File: config.mk
export PLATFORM = sky130hd
export DESIGN_NAME = isc_irq_ctrl
export DESIGN_NICKNAME = d
export VERILOG_FILES = /design/src/design/isc_pkg.sv /design/src/design/isc_irq_channel.sv /design/src/design/isc_irq_ctrl.sv
export SDC_FILE = /design/constraint.sdc
export NUM_CORES = 1
export LEC_CHECK = 0
export BUFFER_PORTS_ARGS = -buffer_cell sky130_fd_sc_hd__buf_2
export CAP_MARGIN = 20
export CELL_PAD_IN_SITES_DETAIL_PLACEMENT = 1
export CELL_PAD_IN_SITES_GLOBAL_PLACEMENT = 1
export CORE_MARGIN = 2
export CORE_UTILIZATION = 37
export DETAILED_ROUTE_END_ITERATION = 6
export GPL_TIMING_DRIVEN = 0
export PLACE_DENSITY = 0.8
export SLEW_MARGIN = 30
export SYNTH_ARGS = -nofsm -noshare
export SYNTH_HDL_FRONTEND = slang
export SYNTH_SLANG_ARGS = --single-unit
File: constraint.sdc
create_clock -name sys_clk_in -period 2.4 [get_ports sys_clk_in]
set_input_delay 0.48 -clock sys_clk_in [delete_from_list [all_inputs] [get_ports sys_clk_in]]
set_output_delay 0.48 -clock sys_clk_in [all_outputs]
set_load 0.01 [all_outputs]
File: src/design/isc_pkg.sv
package isc_pkg;

    localparam int ISC_DATA_W = 32;

    // Register byte offsets
    localparam logic [15:0] ISC_OFS_POL = 16'h3000;
    localparam logic [15:0] ISC_OFS_CLR = 16'h3004;
    localparam logic [15:0] ISC_OFS_EN0 = 16'h3008;
    localparam logic [15:0] ISC_OFS_EN1 = 16'h300c;
    localparam logic [15:0] ISC_OFS_FLG0 = 16'h3010;
    localparam logic [15:0] ISC_OFS_FLG1 = 16'h3014;
    localparam logic [15:0] ISC_OFS_GEN = 16'h209c;

    // Field positions
    localparam int ISC_POL_BIT = 0;
    localparam int ISC_CUSTOM_LSB = 9;
    localparam int ISC_CUSTOM_N = 4;

    // Values after reset
    localparam logic [31:0] ISC_POL_RESET = 32'h0000_0000;
    localparam logic [31:0] ISC_CLR_RESET = 32'h0000_0000;
    localparam logic [31:0] ISC_EN_RESET = 32'h0000_2000;
    localparam logic [31:0] ISC_FLAG_RESET = 32'h0000_0000;
    // Falling-edge sense with no flag leaves the pin high
    localparam logic ISC_IRQ_RESET = 1'b1;

    // Implemented source bits: 0-13, 15-17, 23-27, 29, 31
    localparam logic [31:0] ISC_SRC_MASK = 32'haf83_bfff;
    localparam logic [31:0] ISC_CUSTOM_MASK = 32'h0000_1e00;

    localparam logic [1:0] ISC_RESP_OKAY = 2'h0;
    localparam logic [1:0] ISC_RESP_SLVERR = 2'h2;

    typedef enum {
        ISC_REG_POL,
        ISC_REG_CLR,
        ISC_REG_EN0,
        ISC_REG_EN1,
        ISC_REG_FLG0,
        ISC_REG_FLG1,
        ISC_REG_GEN,
        ISC_REG_NONE
    } isc_reg_t;

    function automatic logic [31:0] isc_strb_mask(input logic [3:0] strb);
        logic [31:0] m;
        m = 32'h0000_0000;
        for (int i = 0; i < 4; i++) begin
            m[i*8 +: 8] = {8{strb[i]}};
        end
        return m;
    endfunction

endpackage

File: src/design/isc_irq_channel.sv
`timescale 1ns/10ps
module isc_irq_channel
    import isc_pkg::*;
(
    input wire logic sys_clk_in,
    input wire logic rst_n_in,
    input wire logic en_wr_in,
    input wire logic [31:0] wr_data_in,
    input wire logic [3:0] wr_strb_in,
    input wire logic [31:0] clr_in,
    input wire logic [31:0] src_in,
    input wire logic pol_in,
    output logic [31:0] enable_out,
    output logic [31:0] flags_out,
    output logic irq_out
);

    typedef struct packed {
        logic [31:0] en;
        logic [31:0] flags;
        logic irq;
    } isc_chan_state_t;

    isc_chan_state_t st;
    isc_chan_state_t next_st;

    always_comb begin
        logic [31:0] m;
        m = isc_strb_mask(wr_strb_in) & ISC_SRC_MASK;
        next_st = st;
        if (en_wr_in) begin
            next_st.en = (st.en & ~m) | (wr_data_in & m);
        end
        next_st.flags = (st.flags & ~clr_in) | (src_in & st.en);
        next_st.irq = pol_in ? (|next_st.flags) : ~(|next_st.flags);
    end

    always_ff @(posedge sys_clk_in) begin
        if (!rst_n_in) begin
            st <= '{en: ISC_EN_RESET, flags: ISC_FLAG_RESET, irq: ISC_IRQ_RESET};
        end else begin
            st <= next_st;
        end
    end

    assign enable_out = st.en;
    assign flags_out = st.flags;
    assign irq_out = st.irq;
endmodule

File: src/design/isc_irq_ctrl.sv
`timescale 1ns/10ps
// What this block does
// - Polarity bit 0 picks edge, resets 0
// - Clear bits 0-3 clear result flags
// - Clear bits 4-6 clear ADC fail flags
// - Clear bits 7, 8 clear mean, variance
// - Clear bits 9-12 clear custom flags
// - Clear bits 13, 15 clear boot, sequence-end
// - Clear bits 16, 17 clear timeout flags
// - Clear bits 23-27 clear buffer flags
// - Bits 29, 31 clear; register write-only
// - Two enable registers; bits 31, 29
// - Enable bits 23-27 gate buffer sources
// - Enable bits 15-17 gate sequencer sources
// - Enable bit 13 boot, resets to 1
// - Enable bits 9-12 gate custom sources
// - Enable bits 4-8 gate fail, statistics
// - Enable bits 0-3 gate result sources
// - Enabled event sets that output's flag
// - Flag toggles pin with programmed edge
// - Polarity, clear shared; enable, flags per output
// - Custom events only from sequencer, host ignored
module isc_irq_ctrl
    import isc_pkg::*;
#(
    parameter int ADDR_W = 16
)(
    input wire logic sys_clk_in,
    input wire logic rst_n_in,
    // Source event pulses, one bit per flag position
    input wire logic [31:0] events_in,
    // Sequencer write to the analog generation interrupt register
    input wire logic seq_gen_wr_in,
    input wire logic [3:0] seq_gen_data_in,
    input wire logic [ADDR_W-1:0] s_axi_awaddr_in,
    input wire logic s_axi_awvalid_in,
    output logic s_axi_awready_out,
    input wire logic [31:0] s_axi_wdata_in,
    input wire logic [3:0] s_axi_wstrb_in,
    input wire logic s_axi_wvalid_in,
    output logic s_axi_wready_out,
    output logic [1:0] s_axi_bresp_out,
    output logic s_axi_bvalid_out,
    input wire logic s_axi_bready_in,
    input wire logic [ADDR_W-1:0] s_axi_araddr_in,
    input wire logic s_axi_arvalid_in,
    output logic s_axi_arready_out,
    output logic [31:0] s_axi_rdata_out,
    output logic [1:0] s_axi_rresp_out,
    output logic s_axi_rvalid_out,
    input wire logic s_axi_rready_in,
    output logic irq_output_0_out,
    output logic irq_output_1_out
);

    if (ADDR_W < 16) begin : g_addr_check
        $error("ADDR_W must be at least 16");
    end

    typedef struct packed {
        logic aw_held;
        logic [ADDR_W-1:0] aw_addr;
        logic w_held;
        logic [31:0] w_data;
        logic [3:0] w_strb;
        logic bvalid;
        logic [1:0] bresp;
        logic rvalid;
        logic [31:0] rdata;
        logic [1:0] rresp;
        logic pol;
    } isc_top_state_t;

    isc_top_state_t st;
    isc_top_state_t next_st;

    function automatic isc_reg_t decode(input logic [ADDR_W-1:0] a);
        logic [ADDR_W-1:0] w;
        w = {a[ADDR_W-1:2], 2'b00};
        case (w)
            ADDR_W'(ISC_OFS_POL): return ISC_REG_POL;
            ADDR_W'(ISC_OFS_CLR): return ISC_REG_CLR;
            ADDR_W'(ISC_OFS_EN0): return ISC_REG_EN0;
            ADDR_W'(ISC_OFS_EN1): return ISC_REG_EN1;
            ADDR_W'(ISC_OFS_FLG0): return ISC_REG_FLG0;
            ADDR_W'(ISC_OFS_FLG1): return ISC_REG_FLG1;
            ADDR_W'(ISC_OFS_GEN): return ISC_REG_GEN;
            default: return ISC_REG_NONE;
        endcase
    endfunction

    logic [31:0] en_w [2];
    logic [31:0] flags_w [2];
    logic irq_w [2];
    logic [1:0] en_wr;
    logic do_wr;
    logic rd_take;
    isc_reg_t wr_reg;
    isc_reg_t rd_reg;
    logic [31:0] clr_vec;
    logic [31:0] src_vec;
    logic [31:0] custom_vec;

    // A write lands once both address and data are held
    assign do_wr = st.aw_held && st.w_held && !st.bvalid;
    assign wr_reg = decode(st.aw_addr);
    assign rd_reg = decode(s_axi_araddr_in);
    assign s_axi_awready_out = !st.aw_held && !st.bvalid;
    assign s_axi_wready_out = !st.w_held && !st.bvalid;
    assign s_axi_arready_out = !st.rvalid;
    assign rd_take = s_axi_arvalid_in && s_axi_arready_out;

    // only written ones on mapped bits clear
    always_comb begin
        clr_vec = 32'h0000_0000;
        if (do_wr && wr_reg == ISC_REG_CLR) begin
            clr_vec = st.w_data & isc_strb_mask(st.w_strb) & ISC_SRC_MASK;
        end
    end

    // custom events come from the sequencer port only
    always_comb begin
        custom_vec = 32'h0000_0000;
        if (seq_gen_wr_in) begin
            custom_vec[ISC_CUSTOM_LSB +: ISC_CUSTOM_N] = seq_gen_data_in;
        end
        src_vec = ((events_in & ~ISC_CUSTOM_MASK) | custom_vec) & ISC_SRC_MASK;
    end

    assign en_wr[0] = do_wr && wr_reg == ISC_REG_EN0;
    assign en_wr[1] = do_wr && wr_reg == ISC_REG_EN1;

    // shared polarity and clear, per-output enables
    for (genvar i = 0; i < 2; i++) begin : g_chan
        isc_irq_channel u_chan (
            .sys_clk_in(sys_clk_in),
            .rst_n_in(rst_n_in),
            .en_wr_in(en_wr[i]),
            .wr_data_in(st.w_data),
            .wr_strb_in(st.w_strb),
            .clr_in(clr_vec),
            .src_in(src_vec),
            .pol_in(st.pol),
            .enable_out(en_w[i]),
            .flags_out(flags_w[i]),
            .irq_out(irq_w[i])
        );
    end

    always_comb begin
        next_st = st;
        // Write address and data are taken in either order
        if (s_axi_awvalid_in && s_axi_awready_out) begin
            next_st.aw_held = 1'b1;
            next_st.aw_addr = s_axi_awaddr_in;
        end
        if (s_axi_wvalid_in && s_axi_wready_out) begin
            next_st.w_held = 1'b1;
            next_st.w_data = s_axi_wdata_in;
            next_st.w_strb = s_axi_wstrb_in;
        end
        if (do_wr) begin
            next_st.aw_held = 1'b0;
            next_st.w_held = 1'b0;
            next_st.bvalid = 1'b1;
            next_st.bresp = (wr_reg == ISC_REG_NONE) ? ISC_RESP_SLVERR : ISC_RESP_OKAY;
            if (wr_reg == ISC_REG_POL && st.w_strb[0]) begin
                next_st.pol = st.w_data[ISC_POL_BIT];
            end
        end else if (st.bvalid && s_axi_bready_in) begin
            next_st.bvalid = 1'b0;
        end
        if (rd_take) begin
            next_st.rvalid = 1'b1;
            next_st.rresp = ISC_RESP_OKAY;
            case (rd_reg)
                ISC_REG_POL: begin
                    next_st.rdata = {31'h0, st.pol};
                end
                ISC_REG_EN0: begin
                    next_st.rdata = en_w[0];
                end
                ISC_REG_EN1: begin
                    next_st.rdata = en_w[1];
                end
                ISC_REG_FLG0: begin
                    next_st.rdata = flags_w[0];
                end
                ISC_REG_FLG1: begin
                    next_st.rdata = flags_w[1];
                end
                ISC_REG_CLR: begin
                    next_st.rdata = ISC_CLR_RESET;
                end
                // Host view of the generation register stays empty
                ISC_REG_GEN: begin
                    next_st.rdata = 32'h0000_0000;
                end
                default: begin
                    next_st.rdata = 32'h0000_0000;
                    next_st.rresp = ISC_RESP_SLVERR;
                end
            endcase
        end else if (st.rvalid && s_axi_rready_in) begin
            next_st.rvalid = 1'b0;
        end
    end

    always_ff @(posedge sys_clk_in) begin
        if (!rst_n_in) begin
            st <= '{
                aw_held: 1'b0,
                aw_addr: '0,
                w_held: 1'b0,
                w_data: 32'h0000_0000,
                w_strb: 4'h0,
                bvalid: 1'b0,
                bresp: ISC_RESP_OKAY,
                rvalid: 1'b0,
                rdata: 32'h0000_0000,
                rresp: ISC_RESP_OKAY,
                pol: ISC_POL_RESET[ISC_POL_BIT]
            };
        end else begin
            st <= next_st;
        end
    end

    assign s_axi_bvalid_out = st.bvalid;
    assign s_axi_bresp_out = st.bresp;
    assign s_axi_rvalid_out = st.rvalid;
    assign s_axi_rdata_out = st.rdata;
    assign s_axi_rresp_out = st.rresp;
    assign irq_output_0_out = irq_w[0];
    assign irq_output_1_out = irq_w[1];
endmodule

Yosys cells after proc, flatten, opt, wreduce, memory -nomap -nowiden
Cells that the tools add are included.

Flip-flop bits (word level): 223. Input bits: 112. Output and inout port bits: 43. Logic and storage cells: 98.

Eq/ne operators: 24. Mux-type cells: 13. Bitwise operators: 18. Reductions and logical operators: 26.

Operator list (count): 32-bit AND (8); 14-bit by 12-bit equality test with 1-bit output, second input constant (14); 32-bit by 3-bit equality test with 1-bit output, second input constant (5); 32-bit case mux with 5 select lines (1); 32-bit bitwise OR (4); 32-bit by 2-bit equality test with 1-bit output, second input constant (3); 32-bit zero test (2); 32-bit inverter (2); 32-bit OR reduction (2); 3-bit case mux with 7 select lines (2); 32-bit by 1-bit equality test with 1-bit output, second input constant (1); 32-bit by 4-bit equality test with 1-bit output, second input constant (1); 32-bit 2-to-1 mux (1); 32-bit by 13-bit bitwise OR with 32-bit output (1); 1-bit logical AND (13); 7-bit OR reduction (1); 1-bit 2-to-1 mux (6); 1-bit zero test (4); 2-bit 2-to-1 mux (2); 4-bit 2-to-1 mux (1); 2-bit nonzero test (2); 1-bit inverter (3); 2-bit AND reduction (1); 2-bit OR reduction (1).

Depth between registers and ports, before layout
Word-level depth: 11. Gate-level depth with buffers: 8. Gate-level depth less buffers: 7.

Hierarchy
From an unflattened synthesis, not the netlist that was laid out.

Cell total of the unflattened synthesis: 1099. Area total of the unflattened synthesis: 9161.3 µm².

Modules (own cells, without submodules): isc_irq_ctrl (instances 1, cells each 577, area each 4779.6 µm², seq. area each 1781.7 µm²); isc_irq_channel (instances 2, cells each 261, area each 2190.9 µm², seq. area each 1141.1 µm²).

Worst setup path after synthesis
Ideal clock, no wire load.

Path type: input -> register. Start point: input port s_axi_araddr_in[11]. End point: register st, in the netlist s_axi_rdata_out[3]. Library setup time: 0.057 ns. Arrival time: 2.300 ns. Required time: 2.343 ns. Slack: 0.043 ns. Stages: 7. Path buffers: 1. Path through: nor4b_1 -> and4_1 -> nor4bb_1 -> clkbuf_1 -> a222oi_1 -> a21oi_1 -> a21o_1.

Cells in the longest elaborated chain, start to end: 4. Elaborated cells on any way between the ends: 14. Those cells by class: 11 x eq/ne; 2 x mux; 1 x reduce/logical.

RTL lines: from (decl) (line isc_irq_ctrl.sv:45) `input wire logic [ADDR_W-1:0] s_axi_araddr_in,`; 14-bit by 12-bit equality test with 1-bit output (line isc_irq_ctrl.sv:80) `case (w)`; 3-bit case mux with 7 select lines * (line isc_irq_ctrl.sv:80); 32-bit by 3-bit equality test with 1-bit output, or another cell as far along (line isc_irq_ctrl.sv:176) `case (rd_reg)`; 32-bit case mux with 5 select lines * (line isc_irq_ctrl.sv:176); to (signal assigned) (line isc_irq_ctrl.sv:211) `st <= '{`; to (signal assigned) (line isc_irq_ctrl.sv:225) `st <= next_st;`; to (decl) (line isc_irq_ctrl.sv:74) `isc_top_state_t st;`.

Every way passes the cells marked *; elsewhere a longest branch is shown, timed or not. A chain may end at the register's enable or synchronous reset.

Final worst setup path
Start point: register st[78] (netlist bit). End point: register g_chan[0].u_chan.st, in the netlist g_chan[0].u_chan.irq_out.

Cells in the longest elaborated chain, start to end: 11. Elaborated cells on any way between the ends: 17. Those cells by class: 8 x eq/ne; 3 x mux; 4 x bitwise; 2 x reduce/logical.

RTL lines: 14-bit by 12-bit equality test with 1-bit output (line isc_irq_ctrl.sv:80); 3-bit case mux with 7 select lines * (line isc_irq_ctrl.sv:80); 32-bit by 2-bit equality test with 1-bit output * (line isc_irq_ctrl.sv:116) `if (do_wr && wr_reg == ISC_REG_CLR) begin`; 1-bit logical AND * (line isc_irq_ctrl.sv:116); 32-bit 2-to-1 mux * (line isc_irq_ctrl.sv:116); 32-bit inverter * (line isc_irq_channel.sv:34) `next_st.flags = (st.flags & ~clr_in) | (src_in & st.en);`; 32-bit AND * (line isc_irq_channel.sv:34); 32-bit bitwise OR * (line isc_irq_channel.sv:34); 32-bit OR reduction * (line isc_irq_channel.sv:35) `next_st.irq = pol_in ? (|next_st.flags) : ~(|next_st.flags);`; 1-bit inverter (line isc_irq_channel.sv:35); 1-bit 2-to-1 mux * (line isc_irq_channel.sv:35); to (signal assigned) (line isc_irq_channel.sv:40) `st <= '{en: ISC_EN_RESET, flags: ISC_FLAG_RESET, irq: ISC_IRQ_RESET};`; to (signal assigned) (line isc_irq_channel.sv:42) `st <= next_st;`; to (decl) (line isc_irq_channel.sv:24) `isc_chan_state_t st;`.

Marks and branches as above.

==> reports/metrics.yaml <==
outcome: "finished, violations left"
violations: "setup timing"
finClkSkew_ns: 0.007698
cts_inserted_buffers: 17
startpoint_type: "flop"
worst_slew_pin_slew_ns: 0.8105
floorplan.initialDensity_pct: 37.69
cp-end-kind: "flop"
total_power_mw: 6.272
areaGrowthSynthToFinish_pct: 30.71
dieArea_mm2: 0.02171
hp-class: "in -> reg"
rows: 52
grtUsageMet1_pct: 30.38
dr.first_iter.drc_count: 616
use_met3_pct: 4.658
fmax_mhz: 346.8
p_leak_nw: 4.107
crit_chain: "and4bb_2 -> nor2b_2 -> clkbuf_2 -> nand4_1 -> a22oi_1 -> nand4_1 -> nor4_4 -> mux2i_1"
layout-drive-gt1-share_pct: 30.80
synth_most_common_cell: "nand2_1"
p_per_area_mw_per_mm2: 631.1
ys_seq_elements: 171
syn_avg_cell_area_um2: 8.513
period_share_pct: 120.2
yosysTopAreaCell: "dfxtp_1"
period_minus_slack_ns: 2.884
crit_fanout: 10
firstDrtPassIters: 6
yosys-top-cells-count: "nand2_1 (225), dfxtp_1 (171), a21boi_0 (88)"
grt_max_degree: 17
synth-edff-count: 0
regArea_mm2: 0.003425
ios: 155
seqPwrFrac_pct: 47.4
gp_congestion: 0.8867
ys_seq_area_share_pct: 45.03
grtUsageTotal_pct: 24.53
internal_power_mw: 4.749
vias: 7402
grt_pass1_wl_um: 41230
dp_hpwl_um: 19200
clock_latency_ns: 0.44
ant_nets: 0
totalNegativeSetupSlack_ns: -3.005
viasPerCell: 5.545
cp.required_ns: 2.76
irDropWorstVdd_mv: 0.5025
core_area_mm2: 0.02017
cts-root-buf: "clkbuf_16"
multi_input_area_mm2: 0.004204
cts_tree: "yes"
switching_power_mw: 1.523
grt.met2_usage_pct: 42.59
switching_share_pct: 24.29
synth_area_leaders: "dfxtp_1 (45%), nand2_1 (11%), a21boi_0 (8.7%)"
layout_setup_ws_ns: -0.4839
ys_warn_count: 0
portBuffers: 118
crit_slowest_cell: "dfxtp_1"
cts.sinks: 171
hold_viol: 0
path_common_cell: "nand4_1"
drcViolationCount: 0
die_h_um: 147.3
antenna_cells: 0
cts_buffer_depth: 2
fin_hold_ws_ns: 0.2872
h-tree-depth: 4
pwr-share-clk_pct: 45.3
netlist_instances: 893
cp_top_family: "simple AND/OR/NAND/NOR gates"
overflow: 0
slew_headroom_pct: 45.97
async_reset_ff_share_pct: 0
yosys_most_used_dff: "dfxtp_1"
arrival_ns: 3.25
nFillCells: 2413
critPathBufInv: 1
slowest_delay_ns: 0.44
totalWireLength_um: 27630
nNetsFinal: 1164
cap_violations: 0
comb_power_share_pct: 7.3
clk_pin_slew_ns: 0.06
die_x_um: 147.3
syn_area_mm2: 0.007602
synth_top_cell_area_share_pct: 45.03
crit_type: "reg -> reg"
setup_viol: 41
grt_antenna_before_repair: 1
grt_pass1_vias: 7591
yosys.cell_types.count: 52
top_usage_layer: "met2"
rsz0062_at_grt: "yes"
drv_slew: 0
wire_per_inst_um: 20.70
-- layer usage --
layer  up-vias  wire (um)
met5         -         13
met4         2        971
met3        67       1567
met2       282      13480
met1      3601      11590
li1       3450          -
-- path summary, 6_finish.rpt --
| check | startpoint | to | cells after the start | slack, ns |
|---|---|---|---|---|
| worst max-delay path | st[78]$_SDFFE_PN0P_ | g_chan[0].u_chan.irq_out$_SDFF_PN1_ | 8 | -0.48 |
| worst min-delay path | s_axi_arvalid_in | s_axi_rvalid_out$_SDFFE_PN0P_ | 2 | 0.29 |
| worst max register to register | st[78]$_SDFFE_PN0P_ | g_chan[0].u_chan.irq_out$_SDFF_PN1_ | 8 | -0.48 |
| worst min register to register | s_axi_rdata_out[24]$_SDFFE_PN0P_ | s_axi_rdata_out[24]$_SDFFE_PN0P_ | 1 | 0.45 |
-- cell usage in the layout, fill, tap and decap left out, drive strengths merged, types with 8 or more instances in the layout --
cell    netlist  final
dfxtp       171    171
conb          1     10
and2         30     30
a21boi       88     88
a31oi        22     22
buf          47    183
a22oi        25     25
nor2          8      8
nand2       225    225
a222oi       23     23
a21oi        60     60
a21o         23     23
nor2b        36     36
nand4        22     22
clkbuf       45     62
-- final cells by class --
type | count | share of cell area (%)
Tap cell | 270 | 3.400
Clock buffer | 22 | 4.974
Buffer | 89 | 5.754
Inverter | 4 | 0.1511
Clock inverter | 10 | 1.133
Timing Repair Buffer | 135 | 7.819
Sequential cell | 171 | 34.46
Multi-Input combinational cell | 634 | 42.31
-- power by group through the flow --
stage,combinational [mW],sequential [mW],clock (mW)
floorplan,0.239,3.00,0
global placement,0.419,3.02,0
global route,0.503,2.98,2.98
CTS,0.441,2.96,2.87
detailed placement,0.429,3.02,0
finish,0.459,2.97,2.84
-- per-stage QoR --
step | area (um^2) | cells | setup slack [ns] | utilization (%)
floorplan | 7636 | 902 | 0.04266 | -
global placement | 8564 | 1290 | -0.9657 | 42.46
detailed placement | 8564 | 1290 | -1.104 | 42.46
CTS | 9469 | 1328 | -0.4092 | 46.95
global route | 9937 | 1335 | -0.6052 | 49.27
finish | 9937 | 1335 | -0.4839 | 49.27
-- repair_timing --
item,in CTS,in global routing
hold buffers,0,0
resized for setup,61,151
endpoints found under the setup margin,71,68
pin swaps,14,52
buffers inserted,10,8
-- logic make-up after synthesis --
kind of cell | synth area share, %
compound gates | 23.90
buf+inv | 7.143
flops | 45.03
mux | 0.9381
other cells | 0.04933
simple gates | 22.94
(Power assumes the default switching activity.)
